==> src/pkg/cwu_defs.svh <==
/*
 holds offsets, field positions, reset values and codes of the waveform unit.
 assumes inclusion by bare name from the package and the design file.
*/
// Contract
// - restart after shutdown is by software or automatic, chosen by restart enable
// - software clear of shutdown status is ignored while a selected input is low-active
// - overrides hold after status clears until the first rising input event
// - with auto-restart on, status clears itself once all shutdown sources go inactive
// - enable bit 7 of control zero turns generator on; resets to zero
// - load request bit 6 loads buffered dead bands at next input event, then self-clears; the code loads only the band of that event's edge
// - load request accepted only while already enabled, not in the enabling write
// - three-bit mode: steering, sync steering, forward, reverse, half, push-pull; rest reserved
// - polarity bits 3..0 of control one invert outputs D,C,B,A when set
// - rising dead band holds six-bit delay after rising event; unchanged by resets
// - falling dead band holds six-bit delay after falling event; upper bits unused
// - shutdown status bit 7 is set by hardware while shutdown is in effect
// - B/D override: 11 high, 10 low, 01 high impedance, 00 inactive level
// - A/C override uses same encoding for outputs A and C
// - status may be written while disabled to force overrides until next rising edge
// - unimplemented bits ignore writes and read zero
// - shutdown inputs are level sensitive and block clearing while active
// - polarity does not alter override levels
// - dead bands double-buffered: immediate when disabled, on load request when enabled
`ifndef CWU_DEFS_SVH
`define CWU_DEFS_SVH
// ----------------------------------------------------------------------
// register byte addresses
// ----------------------------------------------------------------------
`define CWU_OFF_CTRL0     12'h000
`define CWU_OFF_CTRL1     12'h004
`define CWU_OFF_RISE_DB   12'h008
`define CWU_OFF_FALL_DB   12'h00C
`define CWU_OFF_SDCTRL0   12'h010
`define CWU_OFF_SDSEL     12'h014
// ----------------------------------------------------------------------
// field positions
// ----------------------------------------------------------------------
`define CWU_EN_BIT        7
`define CWU_LD_BIT        6
`define CWU_IN_BIT        5
`define CWU_SD_BIT        7
`define CWU_REN_BIT       6
`define CWU_BD_LSB        4
`define CWU_AC_LSB        2
// ----------------------------------------------------------------------
// reset values
// ----------------------------------------------------------------------
`define CWU_RST_CTRL0     8'h00
`define CWU_RST_CTRL1     4'h0
`define CWU_RST_SDCTRL0   8'h14
`define CWU_RST_SDSEL     6'h00
`define CWU_RST_DB        6'h00
// override level codes
`define CWU_OVR_HIGH      2'h3
`define CWU_OVR_LOW       2'h2
`define CWU_OVR_HIZ       2'h1
`endif

==> src/pkg/cwu_pkg.sv <==
/*
 holds the types of the waveform unit.
 assumes cwu_defs.svh is on the include path.
*/
`include "cwu_defs.svh"
package cwu_pkg;
   // operating modes
   typedef enum logic [2:0] {
      CWU_STEER      = 3'b000,
      CWU_SYNC_STEER = 3'b001,
      CWU_FWD_FULL   = 3'b010,
      CWU_REV_FULL   = 3'b011,
      CWU_HALF       = 3'b100,
      CWU_PUSH_PULL  = 3'b101,
      CWU_RSVD6      = 3'b110,
      CWU_RSVD7      = 3'b111
   } cwu_mode_t;
   // restart tracking
   typedef enum logic [1:0] {
      CWU_RUN   = 2'b00,
      CWU_SHUT  = 2'b01,
      CWU_WAIT  = 2'b10
   } cwu_state_t;
endpackage

==> src/rtl/cwu_top.sv <==
/*
 holds the complementary waveform unit: apb registers, auto-shutdown and
 restart, double-buffered dead bands, mode steering and output polarity.
 assumes the data and shutdown inputs are synchronous to clock_in.
*/
// The APB interface to the registers and the address map were decided locally.
`include "cwu_defs.svh"
`timescale 1ns/1ps
`default_nettype none
module cwu_top #(
   parameter int DB_W = 6
) (
   input  wire logic        clock_in,
   input  wire logic        rst_n_in,
   input  wire logic        clk_en_in,
   input  wire logic        psel_in,
   input  wire logic        penable_in,
   input  wire logic        pwrite_in,
   input  wire logic [11:0] paddr_in,
   input  wire logic [31:0] pwdata_in,
   output logic [31:0]      prdata_out,
   output logic             pready_out,
   output logic             pslverr_out,
   input  wire logic        data_in,
   input  wire logic [5:0]  shutdown_src_n_in,
   output logic [3:0]       out_level_out,
   output logic [3:0]       out_oe_out
);
   import cwu_pkg::*;

   // elaboration check: dead-band field is six bits wide
   if (DB_W != 6) begin : g_bad_width
      $error("cwu_top: DB_W must be 6");
   end

   // ----------------------------------------------------------------------
   // registers
   // ----------------------------------------------------------------------
   logic            en_ff;
   logic            ld_ff;
   cwu_mode_t       mode_ff;
   logic [3:0]      pol_ff;
   logic [DB_W-1:0] rise_shadow_ff;
   logic [DB_W-1:0] fall_shadow_ff;
   logic [DB_W-1:0] rise_active_ff;
   logic [DB_W-1:0] fall_active_ff;
   logic            sd_ff;
   logic            ren_ff;
   logic [1:0]      bd_override_level_ff;
   logic [1:0]      ac_override_level_ff;
   logic [5:0]      sd_sel_ff;
   cwu_state_t      state_ff;
   logic            data_d_ff;
   logic [DB_W-1:0] cnt_ff;
   logic            rise_ok_ff;
   logic            fall_ok_ff;
   logic            fwd_ff;

   // ----------------------------------------------------------------------
   // decode
   // ----------------------------------------------------------------------
   logic wr_acc;
   logic rd_acc;
   logic hit;
   logic rise_evt;
   logic fall_evt;
   logic src_active;
   logic [7:0] rd_byte;

   assign wr_acc   = psel_in & penable_in & pwrite_in & clk_en_in;
   assign rd_acc   = psel_in & penable_in & ~pwrite_in & clk_en_in;
   assign rise_evt = data_in & ~data_d_ff;
   assign fall_evt = ~data_in & data_d_ff;
   // inputs are active low; a low selected source holds shutdown
   assign src_active = |(sd_sel_ff & ~shutdown_src_n_in);

   // address decode for the read mux
   always_comb begin
      hit     = 1'b1;
      rd_byte = 8'h00;
      case (paddr_in)
         `CWU_OFF_CTRL0:   rd_byte = {en_ff, ld_ff, 3'b000, mode_ff};
         `CWU_OFF_CTRL1:   rd_byte = {2'b00, data_in, 1'b0, pol_ff};
         `CWU_OFF_RISE_DB: rd_byte = {2'b00, rise_shadow_ff};
         `CWU_OFF_FALL_DB: rd_byte = {2'b00, fall_shadow_ff};
         `CWU_OFF_SDCTRL0: rd_byte = {sd_ff, ren_ff, bd_override_level_ff,
                                      ac_override_level_ff, 2'b00};
         `CWU_OFF_SDSEL:   rd_byte = {2'b00, sd_sel_ff};
         default:          hit = 1'b0;
      endcase
   end

   // ----------------------------------------------------------------------
   // apb slave: one wait cycle, pready registered
   // ----------------------------------------------------------------------
   always_ff @(posedge clock_in or negedge rst_n_in) begin
      if (!rst_n_in) begin
         pready_out  <= 1'b0;
         pslverr_out <= 1'b0;
         prdata_out  <= 32'h0000_0000;
      end else if (clk_en_in) begin
         pready_out  <= psel_in & penable_in & ~pready_out;
         pslverr_out <= psel_in & penable_in & ~pready_out & ~hit;
         if (psel_in & penable_in & ~pready_out & ~pwrite_in) begin
            prdata_out <= {24'h00_0000, rd_byte};
         end
      end
   end

   logic wr_fire;
   assign wr_fire = wr_acc & pready_out;

   // control zero: enable, load request, mode
   always_ff @(posedge clock_in or negedge rst_n_in) begin
      if (!rst_n_in) begin
         en_ff   <= 1'b0;
         ld_ff   <= 1'b0;
         mode_ff <= CWU_STEER;
      end else if (clk_en_in) begin
         if (wr_fire && paddr_in == `CWU_OFF_CTRL0) begin
            en_ff   <= pwdata_in[`CWU_EN_BIT];
            mode_ff <= cwu_mode_t'(pwdata_in[2:0]);
            // request only when already enabled before this write
            if (pwdata_in[`CWU_LD_BIT] && en_ff) begin
               ld_ff <= 1'b1;
            end
         end
         // a load that fires clears the request; a new write keeps priority
         else if (ld_ff && (rise_evt || fall_evt)) begin
            ld_ff <= 1'b0;
         end
         if (!en_ff) begin
            ld_ff <= 1'b0;
         end
      end
   end

   // polarity and shutdown source selection
   always_ff @(posedge clock_in or negedge rst_n_in) begin
      if (!rst_n_in) begin
         pol_ff    <= `CWU_RST_CTRL1;
         sd_sel_ff <= `CWU_RST_SDSEL;
      end else if (clk_en_in && wr_fire) begin
         if (paddr_in == `CWU_OFF_CTRL1) begin
            pol_ff <= pwdata_in[3:0];
         end
         if (paddr_in == `CWU_OFF_SDSEL) begin
            sd_sel_ff <= pwdata_in[5:0];
         end
      end
   end

   // dead-band shadows: no reset, they keep their value across resets
   always_ff @(posedge clock_in) begin
      if (clk_en_in && wr_fire) begin
         if (paddr_in == `CWU_OFF_RISE_DB) begin
            rise_shadow_ff <= pwdata_in[DB_W-1:0];
         end
         if (paddr_in == `CWU_OFF_FALL_DB) begin
            fall_shadow_ff <= pwdata_in[DB_W-1:0];
         end
      end
   end

   // active dead bands: follow shadows while off, load on request when on
   always_ff @(posedge clock_in or negedge rst_n_in) begin
      if (!rst_n_in) begin
         rise_active_ff <= `CWU_RST_DB;
         fall_active_ff <= `CWU_RST_DB;
      end else if (clk_en_in) begin
         if (!en_ff) begin
            rise_active_ff <= rise_shadow_ff;
            fall_active_ff <= fall_shadow_ff;
         end else if (ld_ff && rise_evt) begin
            rise_active_ff <= rise_shadow_ff;
         end else if (ld_ff && fall_evt) begin
            fall_active_ff <= fall_shadow_ff;
         end
      end
   end

   // ----------------------------------------------------------------------
   // auto-shutdown and restart
   // ----------------------------------------------------------------------
   logic sd_wr;
   assign sd_wr = wr_fire && paddr_in == `CWU_OFF_SDCTRL0;

   // status bit: hardware set wins over any software clear
   always_ff @(posedge clock_in or negedge rst_n_in) begin
      if (!rst_n_in) begin
         sd_ff                <= 1'b0;
         ren_ff               <= 1'b0;
         bd_override_level_ff <= 2'h1;
         ac_override_level_ff <= 2'h1;
      end else if (clk_en_in) begin
         if (sd_wr) begin
            ren_ff               <= pwdata_in[`CWU_REN_BIT];
            bd_override_level_ff <= pwdata_in[`CWU_BD_LSB +: 2];
            ac_override_level_ff <= pwdata_in[`CWU_AC_LSB +: 2];
         end
         if (src_active) begin
            sd_ff <= 1'b1;
         end else if (sd_wr && pwdata_in[`CWU_SD_BIT]) begin
            sd_ff <= 1'b1;
         end else if (ren_ff) begin
            sd_ff <= 1'b0;
         end else if (sd_wr && !pwdata_in[`CWU_SD_BIT]) begin
            sd_ff <= 1'b0;
         end
      end
   end

   // restart tracking: overrides hold until a rising event after clearing
   always_ff @(posedge clock_in or negedge rst_n_in) begin
      if (!rst_n_in) begin
         state_ff <= CWU_SHUT;
      end else if (clk_en_in) begin
         case (state_ff)
            CWU_RUN: begin
               if (sd_ff || src_active) begin
                  state_ff <= CWU_SHUT;
               end
            end
            CWU_SHUT: begin
               if (!sd_ff && !src_active) begin
                  state_ff <= CWU_WAIT;
               end
            end
            CWU_WAIT: begin
               if (sd_ff || src_active) begin
                  state_ff <= CWU_SHUT;
               end else if (rise_evt && en_ff) begin
                  state_ff <= CWU_RUN;
               end
            end
            default: state_ff <= CWU_SHUT;
         endcase
      end
   end

   // ----------------------------------------------------------------------
   // dead-band engine
   // ----------------------------------------------------------------------
   // counts clock periods from the loaded value; a short input pulse that
   // ends before the count runs out leaves the delayed output inactive
   always_ff @(posedge clock_in or negedge rst_n_in) begin
      if (!rst_n_in) begin
         data_d_ff  <= 1'b0;
         cnt_ff     <= '0;
         rise_ok_ff <= 1'b0;
         fall_ok_ff <= 1'b1;
         fwd_ff     <= 1'b1;
      end else if (clk_en_in) begin
         data_d_ff <= data_in;
         if (rise_evt) begin
            cnt_ff     <= rise_active_ff;
            rise_ok_ff <= rise_active_ff == '0;
            fall_ok_ff <= 1'b0;
            fwd_ff     <= mode_ff != CWU_REV_FULL;
         end else if (fall_evt) begin
            cnt_ff     <= fall_active_ff;
            fall_ok_ff <= fall_active_ff == '0;
            rise_ok_ff <= 1'b0;
         end else if (cnt_ff != '0) begin
            cnt_ff <= cnt_ff - 1'b1;
            if (cnt_ff == 1 && data_d_ff) begin
               rise_ok_ff <= 1'b1;
            end
            if (cnt_ff == 1 && !data_d_ff) begin
               fall_ok_ff <= 1'b1;
            end
         end
      end
   end

   // ----------------------------------------------------------------------
   // mode steering, polarity, override
   // ----------------------------------------------------------------------
   logic [3:0] raw;
   logic [3:0] lvl;
   logic [3:0] oe;

   // raw waveform per output, bit order D C B A
   always_comb begin
      raw = 4'h0;
      case (mode_ff)
         CWU_STEER, CWU_SYNC_STEER: raw = {4{data_in}};
         // a and c follow the input after the rising band, b and d its
         // complement after the falling band
         CWU_HALF:      raw = {fall_ok_ff & ~data_in, rise_ok_ff & data_in,
                               fall_ok_ff & ~data_in, rise_ok_ff & data_in};
         CWU_PUSH_PULL: raw = {fall_ok_ff & ~data_in, rise_ok_ff & data_in,
                               fall_ok_ff & ~data_in, rise_ok_ff & data_in};
         CWU_FWD_FULL:  raw = {rise_ok_ff & data_in, 1'b0, 1'b0, 1'b1};
         CWU_REV_FULL:  raw = {1'b1, 1'b0, rise_ok_ff & data_in, 1'b0};
         default:       raw = 4'h0;
      endcase
   end

   // per-output polarity and override selection
   for (genvar i = 0; i < 4; i++) begin : g_out
      // one code per output so no two processes drive the same variable
      logic [1:0] code;
      always_comb begin
         code = (i % 2 == 1) ? bd_override_level_ff : ac_override_level_ff;
         if (!en_ff && !sd_ff) begin
            lvl[i] = 1'b0;
            oe[i]  = 1'b0;
         end else if (state_ff != CWU_RUN) begin
            oe[i] = code != `CWU_OVR_HIZ;
            case (code)
               `CWU_OVR_HIGH: lvl[i] = 1'b1;
               `CWU_OVR_LOW:  lvl[i] = 1'b0;
               `CWU_OVR_HIZ:  lvl[i] = 1'b0;
               default:       lvl[i] = pol_ff[i]; // inactive incl. polarity
            endcase
         end else begin
            lvl[i] = raw[i] ^ pol_ff[i];
            oe[i]  = 1'b1;
         end
      end
   end

   // registered pins
   always_ff @(posedge clock_in or negedge rst_n_in) begin
      if (!rst_n_in) begin
         out_level_out <= 4'h0;
         out_oe_out    <= 4'h0;
      end else if (clk_en_in) begin
         out_level_out <= lvl;
         out_oe_out    <= oe;
      end
   end

endmodule
`default_nettype wire

==> config.mk <==
export PLATFORM = sky130hd
export DESIGN_NAME = cwu_top
export DESIGN_NICKNAME = d
export VERILOG_FILES = /design/src/pkg/cwu_pkg.sv /design/src/rtl/cwu_top.sv
export VERILOG_INCLUDE_DIRS = /design/src /design/src/pkg
export SDC_FILE = /design/constraint.sdc
export NUM_CORES = 1
export LEC_CHECK = 0
export CORE_UTILIZATION = 60
export DETAILED_ROUTE_END_ITERATION = 10
export DONT_BUFFER_PORTS = 1
export GPL_TIMING_DRIVEN = 0
export PLACE_DENSITY = 0.76
export SETUP_SLACK_MARGIN = 0.2
export SLEW_MARGIN = 40
export SYNTH_ARGS = -nofsm -noshare
export SYNTH_HDL_FRONTEND = slang
export SYNTH_SLANG_ARGS = --single-unit
==> constraint.sdc <==
create_clock -name clock_in -period 2.15 [get_ports clock_in]
set_input_delay 0.215 -clock clock_in [delete_from_list [all_inputs] [get_ports clock_in]]
set_output_delay 0.215 -clock clock_in [all_outputs]
set_load 0.05 [all_outputs]
## Yosys cells after proc, flatten, opt, wreduce, memory -nomap -nowiden

Cells that the tools add are included.

| word-level totals | value |
|---|---|
| input port bits | 57 |
| register bits after elaboration | 74 |
| output and inout bits | 42 |

| operators by class | value |
|---|---|
| bitwise operators | 22 |
| equality and inequality tests | 29 |
| reductions and logical operators | 53 |
| add/subtract/negate cells | 1 |
| multiplexer cells | 48 |

Operators by type and width:

| kind | number |
|---|---|
| two-way mux 6 bit | 8 |
| case mux 8 bit (6 select lines) | 1 |
| two-way mux 1 bit | 29 |
| == test 12 x 4 -> 1 bit, second input constant | 2 |
| == test 12 x 5 -> 1 bit, second input constant | 2 |
| AND reduction 2 bit | 10 |
| case mux 4 bit (4 select lines) | 1 |
| logical AND 1 bit | 14 |
| == test 12 x 3 -> 1 bit, second input constant | 1 |
| logical NOT 12 bit | 1 |
| logical NOT 6 bit | 2 |
| AND reduction 3 bit | 4 |
| OR reduction 6 bit | 2 |
| AND 1 bit | 11 |
| == test 2 bit, second input constant | 5 |
| nonzero test 3 bit | 3 |
| two-way mux 2 bit | 4 |
| inequality test 2 x 1 -> 1 bit, second input constant | 4 |
| case mux 1 bit (2 select lines) | 4 |
| OR reduction 2 bit | 4 |
| AND 6 bit | 1 |
| == test 2 x 1 -> 1 bit, second input constant | 3 |
| == test 3 x 2 -> 1 bit, second input constant | 2 |
| == test 3 bit, second input constant | 2 |
| other kinds (19) | 33 |

## Logic depth before layout (Yosys ltp)

Gate-level depths: netlist of the first run.

| logic depth | value |
|---|---|
| word-level depth | 10 |
| gate-level depth with buffers | 8 |

## Worst setup path before layout of the first run

No wires, ideal clock.

| timing path | value |
|---|---|
| kind | register -> register |
| start point | reg pready_out |
| end point | reg fall_shadow_ff[0] (enable) |
| path buffers | 0 |
| data arrival time | 1.793 ns |
| path slack | 0.007 ns |
| period minus slack after synthesis | 2.143 ns |
| required time | 1.800 ns |
| stages on the path, launching flop included | 5 |
| path through | dfrtp_1 > nand2_1 > or3_1 > or3_1 > nor2_1 |

| between the ends | value |
|---|---|
| word-level cells in the longest chain between the ends | 3 |

RTL lines:

| item | RTL line | text |
|---|---|---|
| from (decl) | cwu_top.sv:22 | `output logic pready_out,` |
| from (signal assigned) | cwu_top.sv:102 | `pready_out <= psel_in & penable_in & ~pready_out;` |
| AND 1 bit | cwu_top.sv:111 | `assign wr_fire = wr_acc & pready_out;` |
| logical AND 1 bit | cwu_top.sv:155 | `if (clk_en_in && wr_fire) begin` |
| AND reduction 2 bit (no source line) | - |  |
| to (signal assigned) | cwu_top.sv:160 | `fall_shadow_ff <= pwdata_in[DB_W-1:0];` |
| to (decl) | cwu_top.sv:44 | `logic [DB_W-1:0] fall_shadow_ff;` |

Every way passes these cells.
A chain may end at the register's enable or synchronous reset.

## Worst setup path in the final report of the first run

| timing path | value |
|---|---|
| start point | reg pready_out |
| end point | reg rise_shadow_ff[4] (enable) |

| between the ends | value |
|---|---|
| word-level cells in the longest chain between the ends | 3 |

RTL lines:

| item | RTL line | text |
|---|---|---|
| AND 1 bit | cwu_top.sv:111 |  |
| logical AND 1 bit | cwu_top.sv:155 |  |
| AND reduction 2 bit (no source line) | - |  |
| to (signal assigned) | cwu_top.sv:157 | `rise_shadow_ff <= pwdata_in[DB_W-1:0];` |
| to (decl) | cwu_top.sv:43 | `logic [DB_W-1:0] rise_shadow_ff;` |

Every way passes these cells.

==> results of run 1 <==
[area by class of cell]
cell class	count	area, µm²
buffer	38	248
clock inverter	7	103
fill	438	1660
multi-input combinational	260	1800
inverter	18	67.6
tap	75	93.8
timing repair buffer	8	97.6
sequential	72	1870
clock buffer	9	124
[report_power, final]
group          total [mW]  switching (mW)  internal [mW]
Sequential           1.56           0.110           1.45
Clock                1.21           0.549          0.665
Combinational       0.480           0.299          0.181
[metal layers]
layer	part of all wire	vias to the layer above
li1	-	1349
met1	0.42	1388
met2	0.48	113
met3	0.066	28
met4	0.030	0
met5	0	-
[kinds of logic after synthesis]
family,after synthesis
AOI/OAI and AO/OA,82
adders and majority gates,5
buffers and inverters,56
muxes,43
DFF,72
xor gates and xnor gates,4
other,1
and+or+nand+nor,102
[sequential cells by signal (all words and copies together) (netlist names), 2 cells and up]
register              cells
ac_override_level_ff      2
bd_override_level_ff      2
cnt_ff                    6
fall_active_ff            6
fall_shadow_ff            6
mode_ff                   3
out_level_out             4
out_oe_out                2
pol_ff                    4
prdata_out                8
rise_active_ff            6
rise_shadow_ff            6
sd_sel_ff                 6
state_ff                  2
[critical path: stages, from the launching register on]
cell and delay [ps]:
dfrtp_4 560, nand2_1 70, or3_4 370, or3_4 380
nor2_4 200
[how the worst max path moves through the flow]
stage | from | end | cells past startpoint
floorplan | pready_out | fall_shadow_ff[0] | 4
global placement | pready_out | fall_shadow_ff[2] | 4
detailed placement | pready_out | rise_shadow_ff[2] | 4
CTS | data_d_ff | cnt_ff[0] | 5
global route | cnt_ff[2] | cnt_ff[0] | 5
finish | pready_out | rise_shadow_ff[4] | 4
[cells in the final DEF (no fill, tap or decap), types with 3 or more instances in the layout]
cell type / instances
ha_1: 5
dfrtp_1: 55
or3_1: 5
nor4_1: 5
mux2_4: 5
nand2_1: 41
inv_1: 18
clkbuf_8: 9
a211oi_1: 3
clkbuf_1: 7
dlygate4sd3_1: 7
dfstp_2: 4
buf_4: 27
a32o_1: 3
mux4_2: 3
nand3_1: 4
o21ai_0: 29
o2bb2ai_1: 6
nor2_1: 20
nor3_1: 3
mux2i_1: 8
nand2b_1: 4
edfxtp_1: 12
o211ai_1: 3
conb_1: 24
a21oi_1: 17
a31oi_1: 5
mux2_2: 27
nand3b_1: 4
o22ai_1: 3
[repair_timing]
action,in CTS,in global routing
setup endpoints to repair,18,34
pin swaps,1,2
hold buffers,8,0
setup buffers,0,0
gates resized for setup,8,6
hold endpoints to repair,79,0
==> results.yml, run 1 <==
status:
  outcome: "finished clean"
synth:
  synth-adder-area-share: 0.0162
  avgSynthCellArea_um2: 10.5
  async_flop_share: 0.833
  synth.top_cells.by_count: "dfrtp_1 (56), nand2_1 (41), o21ai_0 (29)"
  synthTopCellsByArea: "dfrtp_1 (36%), edfxtp_1 (9.4%), mux2_2 (7.9%)"
  postSynthCellCount: 365
  syn_area_um2: 3850
  synth_top_cell_by_area: "dfrtp_1"
  synth_enable_flop_cells: 12
  synth_compound_area_frac: 0.132
  synth-simple-area-share: 0.138
  synth_top_flop_cell: "dfrtp_1"
  ys_ff_latch: 72
  synthXorXnorAreaFrac: 0.00910
  synth_top_family_by_area: "simple AND/OR/NAND/NOR gates"
  ys_seq_area_frac: 0.485
  ys_types: 53
  synth_top_area_frac: 0.364
  muxShareOfSynthArea: 0.137
  ys.warnings.count: 0
  yosysMostFrequentCell: "dfrtp_1"
timing:
  finalCritPeriodShare: 0.881
  final.min_clock_period_ps: 1890
  holdWs_ps: 4.17
  worst_slack_ps: 257
  relSlewSlack: 0.557
  skew_ps: 7.76
  finalSetupViolCount: 0
  worstMarginPinSlew_ps: 658
  rsz0062_at_grt: "true"
  fin_tns_setup_ps: 0
  max_freq_mhz: 528
  finalHoldViolCount: 0
  maxSlewViolCount: 0
worst_setup_path:
  cp-end-kind: "flip-flop"
  crit_required_ps: 2200
  worst-setup-path-type: "flip-flop to flip-flop"
  r2r_slack_ps: 260
  start_kind: "flip-flop"
  arrival_ps: 1940
  reg2reg_depth: 4
  r2r-end: "rise_shadow_ff[4]"
  cp_max_fo: 7
  r2r_start: "pready_out"
cts:
  cts_tree: "yes"
  cts_htree_levels: 3
  clock-sinks: 72
  cts.clk_slew.worst_paths_ps: 80
  cts_buffers: 9
  cts.path.max_buffers: 2
  worst_skew_pair.late_latency_ps: 350
  cts_root_buffer: "clkbuf_8"
detailed_routing:
  vias: 2878
  initialDrtViolationCount: 167
  finalWirelength_mm: 8.88
  drcViolationCount: 0
  first_pass_iters: 5
  via_per_inst: 5.91
  wire_per_inst_um: 18.2
  drtAntennaViolNets: 0
grt:
  antenna_found_initial: 0
  grt-busiest-layer: "met2"
  grt_pass1_wl_mm: 13.5
  grt_max_degree: 61
  grtUsageTotal: 0.281
  met2_usage: 0.450
  gr-total-overflow: 0
  grtUsageMet1: 0.371
  grt_pass1_vias: 2712
  use_met3: 0.0527
power:
  p_per_area_nw_per_um2: 740
  power.leakage_nw: 1.91
  ir_drop_mv: 0.485
  power_mw: 3.26
run:
  max_cap_violations: 0
floorplanning:
  core_um2: 6060
  die_w_um: 82.1
  die_h_um: 82.1
  row_count: 28
  io_pins: 99
  start_util: 0.635
  dieArea_um2: 6740
placement:
  gp_congestion: 0.817
  placed_area_um2: 4030
  dp_hpwl_mm: 6.38
  io_buffers: 0
  post-place-ws_ps: -44.7
  place_inst: 463
min_path:
  hold_start: "data_in"
  min_to: "data_d_ff"
  hold_path_depth: 2
  min_path_type: "primary input to flip-flop"
cells_and_area:
  final_layout_size_suffix_gt1_frac: 0.240
  syn_to_final_growth_pct: 14.4
  fin_cells: 487
  antenna_cells: 0
  nets: 469
  fin_area_um2: 4400
  fin_util: 0.726
Power figures use the tool's default switching activity.
==> run 2, diff against run 1 <==
MAX_ROUTING_LAYER = met4   (was not set)
==> results.yml, run 2 (synthesized netlist as in run 1, its figures left out) <==
status:
  outcome: "finished clean"
worst_setup_path:
  start_kind: "flip-flop"
  path_delay_family: "simple AND/OR/NAND/NOR gates"
  critical-path-max-stage-delay_ps: 560
  cpMostUsedCell: "or3_4"
  worst-setup-path-type: "flip-flop to flip-flop"
  path_buf_inv: 0
  cp-end-kind: "flip-flop"
  crit_required_ps: 2200
  cp_max_fo: 7
  path_cells: "nand2_1 > or3_4 > or3_4 > nor2_4"
  arrival_ps: 1950
  cp_slowest_cell: "dfrtp_4"
detailed_routing:
  drcViolationCount: 0
  initialDrtViolationCount: 172
  finalWirelength_mm: 8.88
  via_per_inst: 5.90
  first_pass_iters: 5
  drtAntennaViolNets: 0
  vias: 2873
  wire_per_inst_um: 18.2
timing:
  max_freq_mhz: 526
  maxSlewViolCount: 0
  rsz0062_at_grt: "true"
  relSlewSlack: 0.557
  final.min_clock_period_ps: 1900
  worstMarginPinSlew_ps: 658
  worst_slack_ps: 250
  skew_ps: 7.86
  finalSetupViolCount: 0
  finalCritPeriodShare: 0.884
  finalHoldViolCount: 0
cts:
  postCtsSetupRepairBufs: 0
  clock-sinks: 72
  cts_buffers: 9
  cts.clk_slew.worst_paths_ps: 80
  cts_tree: "yes"
  cts.path.max_buffers: 2
  cts_htree_levels: 3
  cts_root_buffer: "clkbuf_8"
  worst_skew_pair.late_latency_ps: 350
grt:
  grt_pass1_wl_mm: 13.5
  grt_pass1_vias: 2708
  grtUsageTotal: 0.290
  grt_max_degree: 61
  gr-total-overflow: 0
  antenna_found_initial: 0
placement:
  place_inst: 463
  gp_congestion: 0.830
  dp_hpwl_mm: 6.38
  io_buffers: 0
  post-place-ws_ps: -44.7
cells_and_area:
  final_layout_size_suffix_gt1_frac: 0.240
  final_cell_mix: "dfrtp_1 (55), nand2_1 (41), o21ai_0 (29), mux2_2 (27), buf_4 (27)"
  antenna_cells: 0
  nets: 469
  syn_to_final_growth_pct: 14.4
  largest_reg_flops: 8
  layout_commonest_cell: "dfrtp_1"
  fin_cells: 487
  fin_util: 0.726
  regMostFlops: "prdata_out"
power:
  p_per_area_nw_per_um2: 740
  power_mw: 3.26
  ir_drop_mv: 0.485
  power.leakage_nw: 1.91
min_path:
  min_path_type: "primary input to flip-flop"
run:
  max_cap_violations: 0
floorplanning:
  core_um2: 6060
  io_pins: 99
  row_count: 28
  die_h_um: 82.1
  die_w_um: 82.1
  start_util: 0.635
  dieArea_um2: 6740
[run 2: cell counts in the layout (fill, tap and decap cells not counted)]
No cell type changed its count.
[run 2: worst reg2reg max path: cells and delay by family (launching register included)]
family	cells	cell delay, ps
AND/OR/NAND/NOR	4	1040
flip-flops	1	560
[run 2: path summary, 6_finish.rpt]
path / start / endpoint / slack [ps] / depth (start not counted)
max: pready_out / rise_shadow_ff[4] / 250 / 4
min: data_in / data_d_ff / 6 / 2
max reg2reg: pready_out / rise_shadow_ff[4] / 250 / 4
min reg2reg: fall_shadow_ff[4] / fall_active_ff[4] / 510 / 1
max in group asynchronous: rst_n_in / bd_override_level_ff[0] / 1460 / 2
min in group asynchronous: rst_n_in / cnt_ff[3] / 390 / 2
[run 2: cell type report]
cell class / instances / area (µm²)
fill: 438 / 1660
tap: 75 / 93.8
multi-input combinational: 260 / 1800
timing repair buffer: 8 / 97.6
clock buffer: 9 / 124
buffer: 38 / 248
inverter: 18 / 67.6
sequential: 72 / 1870
clock inverter: 7 / 103
[run 2: what timing repair did]
| action | in CTS | in global routing |
|---|---|---|
| pin swaps | 1 | 2 |
| hold buffers | 8 | 0 |
| endpoints found under the setup margin | 18 | 34 |
| gates resized for setup | 8 | 6 |
| hold endpoints to repair | 79 | 0 |
[run 2: power by group]
group          total, mW  switching, mW  internal (mW)
Sequential          1.56          0.110           1.45
Combinational      0.480          0.299          0.181
Clock               1.21          0.548          0.665
Total               3.26          0.956           2.30
[run 2: layer usage]
| metal | global-route usage | up-vias | routed length (µm) |
|---|---|---|---|
| met2 | 0.450 | 110 | 4280 |
| met4 | 0.130 | 0 | 268 |
| met1 | 0.371 | 1384 | 3780 |
| met5 | - | - | 0 |
| li1 | - | 1350 | - |
| met3 | 0.0527 | 29 | 547 |
[run 2: stage by stage]
stage                     setup TNS (ps)  hold slack (ps)  area [µm²]
after global routing                   0             1.89        4400
after global placement              -483            -78.8        4030
after floorplan                        0            -80.6        3940
after CTS                              0           0.0755        4390
final                                  0             5.63        4400
after detailed placement            -542            -78.8        4030
